--- config.mk ---
export PLATFORM = sky130hd
export DESIGN_NAME = fail_cal_readout
export DESIGN_NICKNAME = d
export VERILOG_FILES = /design/src/fail_cal_pkg.sv /design/src/fail_cal_readout.sv /design/src/result_buffer.sv
export SDC_FILE = /design/constraint.sdc
export NUM_CORES = 1
export LEC_CHECK = 0
export BUFFER_PORTS_ARGS = -buffer_cell sky130_fd_sc_hd__buf_2
export CORE_ASPECT_RATIO = 0.6
export CORE_MARGIN = 1
export CORE_UTILIZATION = 35
export DETAILED_ROUTE_END_ITERATION = 6
export PLACE_DENSITY_LB_ADDON = 0.3
export RECOVER_POWER = 50
export SETUP_SLACK_MARGIN = 0.1
export SLEW_MARGIN = 20
export SYNTH_ARGS = -nofsm -noshare
export SYNTH_HDL_FRONTEND = slang
export SYNTH_SLANG_ARGS = --single-unit
export TNS_END_PERCENT = 100
--- constraint.sdc ---
create_clock -name sys_clk -period 4.11 [get_ports sys_clk]
set_input_delay 0.822 -clock sys_clk [delete_from_list [all_inputs] [get_ports sys_clk]]
set_output_delay 0.822 -clock sys_clk [all_outputs]
set_load 0.05 [all_outputs]
--- src/fail_cal_pkg.sv ---
package fail_cal_pkg;
	localparam logic [15:0] SUBCMD_OTP_WRITE = 16'h00A1;
	localparam logic [15:0] SUBCMD_RAW_COUNTS = 16'hF081;
	localparam logic [15:0] SUBCMD_UV_TRIM = 16'hF090;
	localparam logic [15:0] SUBCMD_OV_TRIM = 16'hF091;
	// Register word addresses on the bus
	localparam logic [7:0] ADDR_SUBCMD = 8'h00;
	localparam logic [7:0] ADDR_STATUS = 8'h04;
	localparam logic [7:0] ADDR_MODE = 8'h08;
	localparam logic [7:0] ADDR_FAIL_A = 8'h0C;
	localparam logic [7:0] ADDR_FAIL_B = 8'h10;
	localparam logic [7:0] ADDR_FAIL_C = 8'h14;
	localparam logic [7:0] ADDR_BUF0 = 8'h20;
	localparam int BUF_BYTES = 12;
	localparam int BUF_WORDS = 3;
	// Byte offsets inside the result buffer
	localparam int OFS_OTP_RESULT = 0;
	localparam int OFS_OTP_FAIL_ADDR = 1;
	localparam int OFS_SAMPLE_COUNT = 0;
	localparam int OFS_CHARGE_COUNTS = 2;
	localparam int OFS_PACK_COUNTS = 6;
	localparam int OFS_STACK_COUNTS = 8;
	localparam int OFS_LOAD_COUNTS = 10;
	localparam int OFS_TRIM = 0;
	// Security modes
	localparam logic [1:0] SEC_SEALED = 2'h0;
	localparam logic [1:0] SEC_UNSEALED = 2'h1;
	localparam logic [1:0] SEC_FULL = 2'h2;
	// Mode register fields
	localparam int MODE_SEC_LSB = 0;
	localparam int MODE_CFG_UPDATE_BIT = 2;
	localparam int MODE_FAIL_EN_BIT = 3;
	localparam logic [3:0] MODE_RESET = 4'h9;
	// Saved failure byte masks: reserved positions stay zero
	localparam logic [7:0] FAIL_A_MASK = 8'hDF;
	localparam logic [7:0] FAIL_B_MASK = 8'h9F;
	localparam logic [7:0] FAIL_C_MASK = 8'hFF;
	localparam logic [7:0] FAIL_RESET = 8'h00;
	// Status register fields
	localparam int STAT_DONE_BIT = 0;
	localparam int STAT_REFUSED_BIT = 1;
	localparam int STAT_CMD_LSB = 16;
	localparam logic [1:0] HTRANS_NONSEQ = 2'h2;
	localparam logic [2:0] HSIZE_WORD = 3'h2;
endpackage

--- src/fail_cal_readout.sv ---
// Functional notes
// 0x00a1 byte 0 OTP-allowed, denied when sealed
// 0x00a1 bytes 1-2 first unprogrammable address
// 0xf081 offset 0 counter bumps each refresh
// Offset 2 signed 32-bit secondary charge counts
// Offset 6 pack-pin raw ADC count
// Offset 8 stack count, offset 10 load-sense
// 0xf090 undervolt trim, configuration-update mode only
// 0xf091 overvolt trim, configuration-update mode only
// Byte A bits 7,6,4 set; bit 5 reserved
// Byte A bits 3..0 safety fail flags
// Byte B bit 7,4,3 set; 6,5 reserved
// Byte B bits 2..0 protector, switch fails
// Byte C bits 7..4 command, mux, ground, reference
// Byte C bits 3..0 oscillator, ROM, fuse fails
// Fail checks disabled means no flag sets
// Reserved bits zero, buffer writes ignored
`timescale 1ns/1ps
module fail_cal_readout
	import fail_cal_pkg::*;
(
	input wire logic sys_clk,
	input wire logic reset_n,
	input wire logic hsel,
	input wire logic [7:0] haddr,
	input wire logic [1:0] htrans,
	input wire logic hwrite,
	input wire logic [2:0] hsize,
	input wire logic [31:0] hwdata,
	input wire logic hready,
	output logic hreadyout,
	output logic hresp,
	output logic [31:0] hrdata,
	input wire logic otp_write_allowed,
	input wire logic [15:0] otp_fail_addr,
	input wire logic cal_sample_valid,
	input wire logic [31:0] secondary_charge_counter,
	input wire logic [15:0] pack_counts,
	input wire logic [15:0] stack_counts,
	input wire logic [15:0] load_sense_pin,
	input wire logic [15:0] top_cell_counts,
	input wire logic [7:0] fail_event_a,
	input wire logic [7:0] fail_event_b,
	input wire logic [7:0] fail_event_c,
	output logic [15:0] cell_undervolt_threshold,
	output logic [15:0] cell_overvolt_threshold
);
	typedef enum logic [1:0] {IDLE, ADDR, DATA} bus_state_e;

	logic [7:0] fail_a_r;
	logic [7:0] fail_b_r;
	logic [7:0] fail_c_r;
	logic [3:0] mode_r;
	logic [15:0] cmd_r;
	logic done_r;
	logic refused_r;
	logic [15:0] sample_count_r;
	logic cmd_go_r;
	logic buf_wr;
	logic [BUF_BYTES*8-1:0] buf_nxt;
	logic [31:0] buf_rd;
	logic [7:0] a_addr_r;
	logic a_write_r;
	logic rd_phase_r;
	bus_state_e bus_st_r;
	logic [1:0] sec;
	logic fail_en;
	logic cfg_upd;
	logic addr_phase;

	assign sec = mode_r[MODE_SEC_LSB +: 2];
	assign cfg_upd = mode_r[MODE_CFG_UPDATE_BIT];
	assign fail_en = mode_r[MODE_FAIL_EN_BIT];
	assign addr_phase = hsel && hready && htrans == HTRANS_NONSEQ && hsize == HSIZE_WORD;

	function automatic logic in_buf(input logic [7:0] a);
		in_buf = a >= ADDR_BUF0 && a < ADDR_BUF0 + 8'(BUF_WORDS * 4);
	endfunction

	// Capture the address phase
	always_ff @(posedge sys_clk)
	begin
		if (!reset_n)
		begin
			a_addr_r <= 8'h00;
			a_write_r <= 1'b0;
		end
		else
		begin
			a_addr_r <= haddr;
			a_write_r <= addr_phase && hwrite;
		end
	end

	// Buffer reads take one wait state for the registered memory output.
	// The wait must show in the first data-phase cycle, so it is decided on the address phase.
	always_ff @(posedge sys_clk)
	begin
		if (!reset_n)
		begin
			hreadyout <= 1'b1;
			rd_phase_r <= 1'b0;
			bus_st_r <= IDLE;
		end
		else if (addr_phase && !hwrite && in_buf(haddr))
		begin
			hreadyout <= 1'b0;
			rd_phase_r <= 1'b1;
			bus_st_r <= DATA;
		end
		else
		begin
			hreadyout <= 1'b1;
			rd_phase_r <= 1'b0;
			case (bus_st_r)
				IDLE: bus_st_r <= addr_phase ? ADDR : IDLE;
				ADDR: bus_st_r <= IDLE;
				DATA: bus_st_r <= IDLE;
				default: bus_st_r <= IDLE;
			endcase
		end
	end

	always_ff @(posedge sys_clk)
	begin
		if (!reset_n)
			hresp <= 1'b0;
		else
			hresp <= 1'b0;
	end

	// Read data is registered ahead of the data-phase edge
	always_ff @(posedge sys_clk)
	begin
		if (!reset_n)
			hrdata <= 32'h0000_0000;
		else if (addr_phase && !hwrite)
		begin
			case (haddr)
				ADDR_SUBCMD: hrdata <= {16'h0000, cmd_r};
				ADDR_STATUS: hrdata <= {16'h0000, cmd_r} << STAT_CMD_LSB |
					{30'h0, refused_r, done_r};
				ADDR_MODE: hrdata <= {28'h0, mode_r};
				ADDR_FAIL_A: hrdata <= {24'h0, fail_a_r & FAIL_A_MASK};
				ADDR_FAIL_B: hrdata <= {24'h0, fail_b_r & FAIL_B_MASK};
				ADDR_FAIL_C: hrdata <= {24'h0, fail_c_r & FAIL_C_MASK};
				default: hrdata <= 32'h0000_0000;
			endcase
		end
		else if (rd_phase_r)
			hrdata <= buf_rd;
	end

	// Software-writable control; buffer and fail bytes ignore writes
	always_ff @(posedge sys_clk)
	begin
		if (!reset_n)
		begin
			mode_r <= MODE_RESET;
			cmd_r <= 16'h0000;
			cmd_go_r <= 1'b0;
		end
		else
		begin
			cmd_go_r <= 1'b0;
			if (a_write_r && a_addr_r == ADDR_MODE)
				mode_r <= hwdata[3:0];
			if (a_write_r && a_addr_r == ADDR_SUBCMD)
			begin
				cmd_r <= hwdata[15:0];
				cmd_go_r <= 1'b1;
			end
		end
	end

	// Sticky saved failure flags; gated by the enable, reserved bits masked
	always_ff @(posedge sys_clk)
	begin
		if (!reset_n)
		begin
			fail_a_r <= FAIL_RESET;
			fail_b_r <= FAIL_RESET;
			fail_c_r <= FAIL_RESET;
		end
		else if (fail_en)
		begin
			fail_a_r <= fail_a_r | (fail_event_a & FAIL_A_MASK);
			fail_b_r <= fail_b_r | (fail_event_b & FAIL_B_MASK);
			fail_c_r <= fail_c_r | (fail_event_c & FAIL_C_MASK);
		end
	end

	// Counter advances on every snapshot refresh
	always_ff @(posedge sys_clk)
	begin
		if (!reset_n)
			sample_count_r <= 16'h0000;
		else if (cal_sample_valid)
			sample_count_r <= sample_count_r + 16'h0001;
	end

	// Threshold trim results; trims outside config-update are refused
	always_ff @(posedge sys_clk)
	begin
		if (!reset_n)
		begin
			cell_undervolt_threshold <= 16'h0000;
			cell_overvolt_threshold <= 16'h0000;
		end
		else if (cmd_go_r && cfg_upd && sec != SEC_SEALED)
		begin
			if (cmd_r == SUBCMD_UV_TRIM)
				cell_undervolt_threshold <= top_cell_counts;
			if (cmd_r == SUBCMD_OV_TRIM)
				cell_overvolt_threshold <= top_cell_counts;
		end
	end

	// Result buffer contents for the accepted subcommand
	always_comb
	begin
		buf_nxt = '0;
		buf_wr = 1'b0;
		if (cmd_go_r && sec != SEC_SEALED)
		begin
			case (cmd_r)
				SUBCMD_OTP_WRITE:
				begin
					buf_wr = 1'b1;
					buf_nxt[OFS_OTP_RESULT*8 +: 8] = {7'h00, otp_write_allowed};
					buf_nxt[OFS_OTP_FAIL_ADDR*8 +: 16] = otp_fail_addr;
				end
				SUBCMD_RAW_COUNTS:
				begin
					buf_wr = 1'b1;
					buf_nxt[OFS_SAMPLE_COUNT*8 +: 16] = sample_count_r;
					buf_nxt[OFS_CHARGE_COUNTS*8 +: 32] = secondary_charge_counter;
					buf_nxt[OFS_PACK_COUNTS*8 +: 16] = pack_counts;
					buf_nxt[OFS_STACK_COUNTS*8 +: 16] = stack_counts;
					buf_nxt[OFS_LOAD_COUNTS*8 +: 16] = load_sense_pin;
				end
				SUBCMD_UV_TRIM, SUBCMD_OV_TRIM:
				begin
					buf_wr = cfg_upd;
					buf_nxt[OFS_TRIM*8 +: 16] = top_cell_counts;
				end
				default:
				begin
					buf_wr = 1'b0;
				end
			endcase
		end
	end

	always_ff @(posedge sys_clk)
	begin
		if (!reset_n)
		begin
			done_r <= 1'b0;
			refused_r <= 1'b0;
		end
		else if (cmd_go_r)
		begin
			done_r <= buf_wr;
			refused_r <= !buf_wr;
		end
	end

	result_buffer #(.NBYTES(BUF_BYTES)) u_buf (
		.sys_clk(sys_clk),
		.reset_n(reset_n),
		.wr_en(buf_wr),
		.wr_data(buf_nxt),
		.rd_word(haddr[3:2]),
		.rd_data(buf_rd)
	);

	// Checks
	sealed_no_result_a: assert property (@(posedge sys_clk) disable iff (!reset_n)
		cmd_go_r && sec == SEC_SEALED |=> !done_r && refused_r)
		else $error("sealed subcommand produced a result");
	trim_mode_a: assert property (@(posedge sys_clk) disable iff (!reset_n)
		cmd_go_r && !cfg_upd && cmd_r == SUBCMD_UV_TRIM |=> $stable(cell_undervolt_threshold))
		else $error("undervolt trim taken outside config update");
	ov_trim_a: assert property (@(posedge sys_clk) disable iff (!reset_n)
		cmd_go_r && cfg_upd && sec != SEC_SEALED && cmd_r == SUBCMD_OV_TRIM
		|=> cell_overvolt_threshold == $past(top_cell_counts))
		else $error("overvolt trim not loaded");
	counter_step_a: assert property (@(posedge sys_clk) disable iff (!reset_n)
		cal_sample_valid |=> sample_count_r == $past(sample_count_r) + 16'h0001)
		else $error("sample counter did not step");
	fail_gate_a: assert property (@(posedge sys_clk) disable iff (!reset_n)
		!fail_en |=> $stable(fail_a_r) && $stable(fail_b_r) && $stable(fail_c_r))
		else $error("fail flag changed while checks disabled");
	reserved_zero_a: assert property (@(posedge sys_clk) disable iff (!reset_n)
		fail_a_r[5] == 1'b0 && fail_b_r[6:5] == 2'b00)
		else $error("reserved fail bit set");
	copper_sticky_a: assert property (@(posedge sys_clk) disable iff (!reset_n)
		fail_en && fail_event_a[7] |=> fail_a_r[7] ##1 fail_a_r[7])
		else $error("copper fail flag not held");
	sticky_b_a: assert property (@(posedge sys_clk) disable iff (!reset_n)
		fail_en && fail_event_b[0] |=> fail_b_r[0])
		else $error("charge switch fail not recorded");
	sticky_c_a: assert property (@(posedge sys_clk) disable iff (!reset_n)
		fail_en && fail_event_c[0] |=> fail_c_r[0])
		else $error("fuse fail not recorded");
	one_wait_a: assert property (@(posedge sys_clk) disable iff (!reset_n) // buffer read wait state
		bus_st_r == DATA |-> !hreadyout ##1 hreadyout)
		else $error("buffer read wait state not exactly one cycle");
	raw_cmd_c: cover property (@(posedge sys_clk) cmd_go_r && cmd_r == SUBCMD_RAW_COUNTS);
	otp_cmd_c: cover property (@(posedge sys_clk) cmd_go_r && cmd_r == SUBCMD_OTP_WRITE);
	trim_cmd_c: cover property (@(posedge sys_clk) cmd_go_r && cfg_upd && cmd_r == SUBCMD_UV_TRIM);
	buf_read_c: cover property (@(posedge sys_clk) rd_phase_r);
endmodule // fail_cal_readout

--- src/result_buffer.sv ---
`timescale 1ns/1ps
module result_buffer
	import fail_cal_pkg::*;
#(
	parameter int NBYTES = BUF_BYTES
)
(
	input wire logic sys_clk,
	input wire logic reset_n,
	input wire logic wr_en,
	input wire logic [NBYTES*8-1:0] wr_data,
	input wire logic [1:0] rd_word,
	output logic [31:0] rd_data
);
	logic [NBYTES*8-1:0] mem_r;

	always_ff @(posedge sys_clk)
	begin
		if (!reset_n)
			mem_r <= '0;
		else if (wr_en)
			mem_r <= wr_data;
	end

	// Registered read keeps the bus read path short
	always_ff @(posedge sys_clk)
	begin
		if (!reset_n)
			rd_data <= 32'h0000_0000;
		else if (rd_word < 2'(NBYTES / 4))
			rd_data <= mem_r[rd_word*32 +: 32];
		else
			rd_data <= 32'h0000_0000;
	end
endmodule // result_buffer

==> results of run 1 <==
[synthesized netlist by cell type, types with 3 or more instances]
library cell and number:
mux2_2 4, o22ai_1 4, or3_1 7, a22o_1 9, nor4_1 3, nand3_1 84, xor2_1 3, nand4_1 7
and3_1 11, buf_1 13, nor2b_1 78, o21a_1 9, o21ai_0 74, a31oi_1 9, mux2i_1 97, nand2_1 94
nor2_1 46, o31ai_1 17, a211oi_1 8, dfxtp_1 263, a21oi_1 57, xnor2_1 6, inv_1 6, buf_2 28
a32oi_1 15, clkbuf_1 80, a21boi_1 3, o211ai_1 73, a22oi_1 4, and2_1 53, nor3_1 3, a21boi_0 98
[sequential cells by signal (all words and copies together) (netlist names), 16 cells and up]
name                      count
cell_overvolt_threshold      16
cell_undervolt_threshold     16
cmd_r                        16
hrdata                       32
sample_count_r               16
u_buf.mem_r                  96
u_buf.rd_data                32
[critical path, stage by stage]
cell	delay (ns)
clkbuf_1	1.39
nor2b_1	0.67
nand2_1	0.22
o21ai_0	0.35
and2_1	0.30
[routing by layer]
metal	vias to the layer above	share of wire, %
met2	326	43
met3	41	6.3
met1	4965	49
li1	4952	-
met4	2	1.4
met5	-	0.029
[through the flow]
stage / cell area [um2] / hold slack, ns / util, % / worst slack, ns / total power, mW
after floorplan: 11700 / 0.442 / - / 1.60 / 2.75
after global placement: 13200 / 0.453 / 40.5 / 1.12 / 2.89
after detailed placement: 13200 / 0.463 / 40.5 / 1.06 / 2.89
after CTS: 14100 / 0.456 / 43.1 / 1.13 / 5.33
after global routing: 14000 / 0.466 / 42.7 / 0.596 / 5.45
final: 14000 / 0.474 / 42.7 / 0.773 / 5.28
[path summary, 6_finish.rpt]
path,endpoint,slack [ns],cells after the start
setup / recovery,u_buf.rd_data[6]$_SDFF_PN0_,0.77,5
hold reg to reg,u_buf.mem_r[1]$_SDFFE_PN0P_,0.47,2
setup reg to reg,u_buf.mem_r[60]$_SDFFE_PN0P_,1.11,7
hold / removal,u_buf.mem_r[1]$_SDFFE_PN0P_,0.47,2
[report_power, final]
| group | switching [mW] | internal [mW] |
|---|---|---|
| combinational | 0.134 | 0.121 |
| clock | 1.03 | 1.41 |
| sequential | 0.0124 | 2.57 |
| total | 1.18 | 4.10 |
[area by class of cell]
cell class              count  area, um2  share of cell area [%]
clock buffers              39        769                    5.51
clock inverters             5       88.8                   0.636
inverters                   6       22.5                   0.161
multi-input cells         906       5940                    42.6
flip-flops and latches    263       5270                    37.7
well taps                 450        563                    4.03
repair buffers            259       1310                    9.39
[cell families (layout without fill, tap and decap cells)]
group	Yosys count	count (layout)	synth area share (%)
other cells	1	1	0.0320
xor+xnor	9	9	0.672
fa+ha+maj	1	1	0.107
compound gates	385	385	22.1
mux	103	103	9.05
buf+inv	129	309	4.53
flops	263	263	44.9
simple gates	407	407	18.6
[cells in the final DEF, fill, tap and decap left out, types with 4 or more instances in the layout]
cell	instances
a211oi_1	8
a21boi_0	98
a21oi_1	57
a22o_1	9
a22oi_1	4
a31oi_1	9
a32oi_1	15
and2_0	31
and2_1	22
and3_1	11
buf_2	165
buf_4	20
clkbuf_1	75
clkbuf_16	26
clkbuf_8	7
dfxtp_1	262
inv_1	6
mux2_2	4
mux2i_1	97
nand2_1	94
nand3_1	84
nand4_1	7
nor2_1	46
nor2b_1	78
o211ai_1	73
o21a_1	9
o21ai_0	74
o22ai_1	4
o31ai_1	17
or3_1	7
xnor2_1	6
==> out/results.tsv, run 1 <==
stage	metric	value	unit
synth	number of synthesized flops with an enable pin	0	
drt	post-route ant nets	0	
critical_path	Data required, critical path	4.56	ns
drt	routed len/inst	19.8	um
clock_tree	Skew-Pair Late Insertion Delay	0.56	ns
power_and_ir_drop	Pwr Density	378	mW/mm2
critical_path	worst endpoint data arrival time	3.79	ns
clock_tree	post_cts resized	0	
global_routing	met1 global-route usage	32.7	%
global_routing	initial antenna violation count	8	
synth	Mapped Area	0.0117	mm2
worst_hold_path	min-delay worst type	register to register	
clock_tree	Root Driver	clkbuf_16	
clock_tree	CTS Buf Count	26	
timing	final-report max-slew violation count	208	
synth	Mean Syn Cell Area	9.03	um2
critical_path	Crit Path Max Fanout	27	
critical_path	kind of critical path	input pin to register	
timing	Clock Skews	0.0283	ns
global_routing	vias in the first global route	9526	
floorplanning	Core Footprint	0.0327	mm2
power_and_ir_drop	leakage	5.04	nW
power_and_ir_drop	Worst VDD drop	0.307	mV
timing	endpoints failing setup	0	
finish	Area growth, synth to finish	19.1	%
global_routing	met3 Use GR	3.27	%
floorplanning	starting density of the core	35.9	%
finish	non-filler cells, final	1928	
synth	Synth area leaders	dfxtp_1 45%, mux2i_1 8.3%, a21boi_0 6.3%	
drt	Vias/cell	5.34	
floorplanning	Rows	51	
clock_tree	Clock H-tree levels	1	
floorplanning	# IOs	254	
clock_tree	hold buffers post-CTS	0	
floorplanning	Die ar.	0.0343	mm2
synth	flop and latch count out of synthesis	263	
synth	Mapped Cells	1298	
place	placed insts	1884	
finish	final net count	1651	
drt	DR iter-0 viols	977	
synth	sequential share of the synthesized area	44.9	%
outcome	outcome	complete, but fails checks	
synth	synth warn	0	
global_routing	GRT busiest layer	met1	
timing	f_max	0.300	GHz
timing	period utilization	81.2	%
finish	layout cells sized above 1	16.7	%
timing	Slew HR	-67.9	%
drt	1st-pass router iterations	5	
critical_path	CP Capture Type	register	
critical_path	CP Launch Type	input pin	
clock_tree	Sink Count	263	
global_routing	GR Util met2	31.9	%
global_routing	first-pass GRT wire length	56.8	mm
global_routing	GRT Residual Overflow	0	
synth	main flop type after synthesis	dfxtp_1	
global_routing	largest net degree at the start of global routing	110	
drt	WL final	38.2	mm
clock_tree	Setup Fix Bufs, Post-CTS	0	
synth	Synth top area share	44.9	%
timing	RSZ-0062 raised after global routing	no	
global_routing	GR Util All Layers	21.5	%
critical_path	R2R Path Start	cmd_r[5]$_SDFFE_PN0P_	
drt	Post-route DRC	0	
synth	syn nets	1487	
place	Buffers on Ports	233	
clock_tree	Clk pin slew, worst setup/hold paths	0.06	ns
floorplanning	die width	238	um
floorplanning	Die Ht	144	um
timing	post-route minimum period	3.34	ns
place	Final HPWL DP	26.8	mm
place	GPL Wtd Cong	0.852	
worst_hold_path	hold path start	u_buf.mem_r[1]$_SDFFE_PN0P_	
timing	TNS Setup	0	ns
clock_tree	maximum root-to-sink buffer count	3	
flow_run	# Max-Cap Violations	3	
clock_tree	CTS tree	built	
critical_path	critical path startpoint	haddr[2]	
drt	routed vias	10300	
outcome	failing checks	capacitance limit, slew limit	
timing	worst-margin pin slew	2.52	ns
synth	Synth cell types	56	
timing	Hold Vio Cnt, Final	0	
synth	Yosys top cell by area	dfxtp_1	
finish	fill cell count	3336	
synth	asr flop ratio synth	0	%
finish	n_diodes	0	
(Power assumes the default switching activity.)
==> run 2, diff against run 1 <==
Clock period 4.11 ns to 2.8 ns, I/O delays scaled along.
==> out/results.tsv, run 2 (synthesis results as in run 1) <==
stage	metric	value	unit	change
drt	Post-route DRC	0		unchanged
critical_path	Data required, critical path	3.25	ns	-1.31 ns
drt	post-route ant nets	0		unchanged
floorplanning	Rows	51		unchanged
global_routing	largest net degree at the start of global routing	89		-19%
timing	Min Hold Slack	0.217	ns	-0.257 ns
drt	routed vias	10400		+1.1%
critical_path	worst r2r dst	u_buf.mem_r[10]$_SDFFE_PN0P_		
finish	layout cells sized above 1	18.0	%	+1.3 points
clock_tree	Sink Count	263		unchanged
global_routing	first-pass GRT wire length	56.6	mm	-0.34%
critical_path	WP buf/inv	3		+2
timing	Slew HR	-3.60	%	+64 points
outcome	outcome	complete, but fails checks		
finish	Reg area	0.00527	mm2	unchanged
critical_path	most used cell, CP	clkbuf_1		
drt	WL final	38.0	mm	-0.36%
finish	largest reg by FF count	u_buf.mem_r		
global_routing	vias in the first global route	9609		+0.87%
clock_tree	hold buffers post-CTS	0		unchanged
finish	Largest register FFs	96		unchanged
critical_path	worst path cell trace	clkbuf_1 > nor2b_1 > clkbuf_1 > nand2_1 > o21ai_0 > buf_4 > and2_0		
timing	Hold Vio Cnt, Final	0		unchanged
power_and_ir_drop	Worst VDD drop	0.467	mV	+52%
place	Final HPWL DP	27.2	mm	+1.3%
drt	routed len/inst	19.4	um	-1.9%
critical_path	kind of critical path	input pin to register		
clock_tree	CTS Buf Count	26		unchanged
floorplanning	starting density of the core	35.9	%	unchanged
worst_hold_path	Hold Path Depth	2		unchanged
floorplanning	Die ar.	0.0343	mm2	unchanged
timing	Clock Skews	0.0130	ns	-0.0153 ns
power_and_ir_drop	Pwr Density	561	mW/mm2	+48%
critical_path	worst endpoint data arrival time	2.91	ns	-0.88 ns
floorplanning	# IOs	254		unchanged
timing	period utilization	87.9	%	
critical_path	Top delay family on crit path	buffers and inverters		
worst_hold_path	hold path start	htrans[0]		
place	placed insts	1911		+1.4%
place	dpl ws	0.302	ns	-0.757 ns
global_routing	GRT Residual Overflow	0		unchanged
drt	DR iter-0 viols	855		-12%
finish	final net count	1678		+1.6%
clock_tree	Clock H-tree levels	1		unchanged
finish	Area growth, synth to finish	21.6	%	
worst_hold_path	min-delay worst type	input pin to register		
clock_tree	Setup Fix Bufs, Post-CTS	0		unchanged
critical_path	Worst path slowest cell	clkbuf_1		
critical_path	CP Capture Type	register		
timing	TNS Setup	0	ns	unchanged
place	Buffers on Ports	233		unchanged
clock_tree	Skew-Pair Late Insertion Delay	0.56	ns	about the same
drt	1st-pass router iterations	5		unchanged
timing	post-layout worst setup margin	0.338	ns	-0.435 ns
finish	fill cell count	3328		-0.24%
clock_tree	CTS tree	built		
global_routing	initial antenna violation count	3		-5
flow_run	# Max-Cap Violations	1		-2
timing	f_max	0.406	GHz	
clock_tree	maximum root-to-sink buffer count	3		unchanged
global_routing	GR Util All Layers	21.5	%	-0.041 points
finish	non-filler cells, final	1958		+1.6%
timing	RSZ-0062 raised after global routing	no		
floorplanning	Core Footprint	0.0327	mm2	unchanged
critical_path	reg-to-reg slack, setup	0.36	ns	-0.75 ns
timing	endpoints failing setup	0		unchanged
floorplanning	Die Ht	144	um	unchanged
clock_tree	post_cts resized	0		unchanged
place	GPL Wtd Cong	0.869		+2.1%
finish	area of the multi-input gates	0.00594	mm2	unchanged
timing	post-route minimum period	2.46	ns	
finish	most frequent cells in the layout	262 x dfxtp_1, 165 x buf_2, 98 x a21boi_0		
finish	largest registers in the final layout	u_buf.mem_r (96), hrdata (32), u_buf.rd_data (32)		
floorplanning	die width	238	um	unchanged
timing	final-report max-slew violation count	46		-78%
finish	most common cell after layout, fill and taps aside	dfxtp_1		
critical_path	R2R Path Start	cmd_r[10]$_SDFFE_PN0P_		
clock_tree	Root Driver	clkbuf_16		
critical_path	Worst Reg-to-Reg Cells	5		-2
outcome	failing checks	capacitance limit, slew limit		
worst_hold_path	Hold EP	a_write_r$_SDFF_PN0_		
critical_path	CP Launch Type	input pin		
timing	worst-margin pin slew	1.55	ns	-0.964 ns
power_and_ir_drop	leakage	5.20	nW	+3.3%
critical_path	Crit Path Max Fanout	17		-37%
drt	Vias/cell	5.31		-0.43%
critical_path	Worst path max stage delay	1.04	ns	-0.35 ns
clock_tree	Clk pin slew, worst setup/hold paths	0.07	ns	about the same
==> run 2: cell count changes in the layout (fill, tap and decap cells not counted), sizes merged <==
cell	change
bufinv	+3
clkbuf	+2
buf	+18
diode	+1
clkinv	+6
==> run 2: where the power goes <==
group          total (mW)  switching, mW  internal (mW)
Sequential           3.79         0.0172           3.77
Combinational       0.373          0.194          0.179
Clock                3.84           1.57           2.27
Total                8.00           1.78           6.22
==> run 2: final cells by class <==
cell class / instances / area share (%)
Clock buffer: 32 / 5.00
Antenna cell: 1 / 0.0176
Timing Repair Buffer: 286 / 10.7
Sequential cell: 263 / 36.9
Clock inverter: 14 / 1.49
Multi-Input combinational cell: 906 / 41.7
Inverter: 6 / 0.158
Tap cell: 450 / 3.95
==> run 2: per-layer routing <==
metal	up-vias	track usage [%]	part of all wire, %
met2	302	32.0	43
met3	45	3.67	6.2
li1	5015	-	-
met4	2	3.88	1.6
met5	-	0	0.037
met1	5037	32.2	49
==> run 2: worst max path at each step <==
stage / from / slack (ns) / cells past startpoint / endpoint
final: haddr[2] / 0.34 / 7 / u_buf.rd_data[5]$_SDFF_PN0_
after global routing: cmd_r[8]$_SDFFE_PN0P_ / 0.24 / 7 / cell_undervolt_threshold[5]$_SDFFE_PN0P_
after CTS: cmd_r[8]$_SDFFE_PN0P_ / 0.40 / 7 / cell_undervolt_threshold[13]$_SDFFE_PN0P_
after detailed placement: hsize[2] / 0.30 / 7 / hrdata[20]$_SDFFE_PN0P_
after global placement: hsize[2] / 0.34 / 7 / hrdata[17]$_SDFFE_PN0P_
after floorplan: hsize[2] / 0.55 / 6 / hrdata[22]$_SDFFE_PN0P_
==> run 2: per-stage QoR <==
step	power, mW	cell area (um2)	util, %
after floorplan	4.04	11700	-
after global placement	4.25	13500	41.2
after detailed placement	4.25	13500	41.2
after CTS	8.06	14400	44.1
after global routing	8.25	14300	43.6
final	8.00	14300	43.6
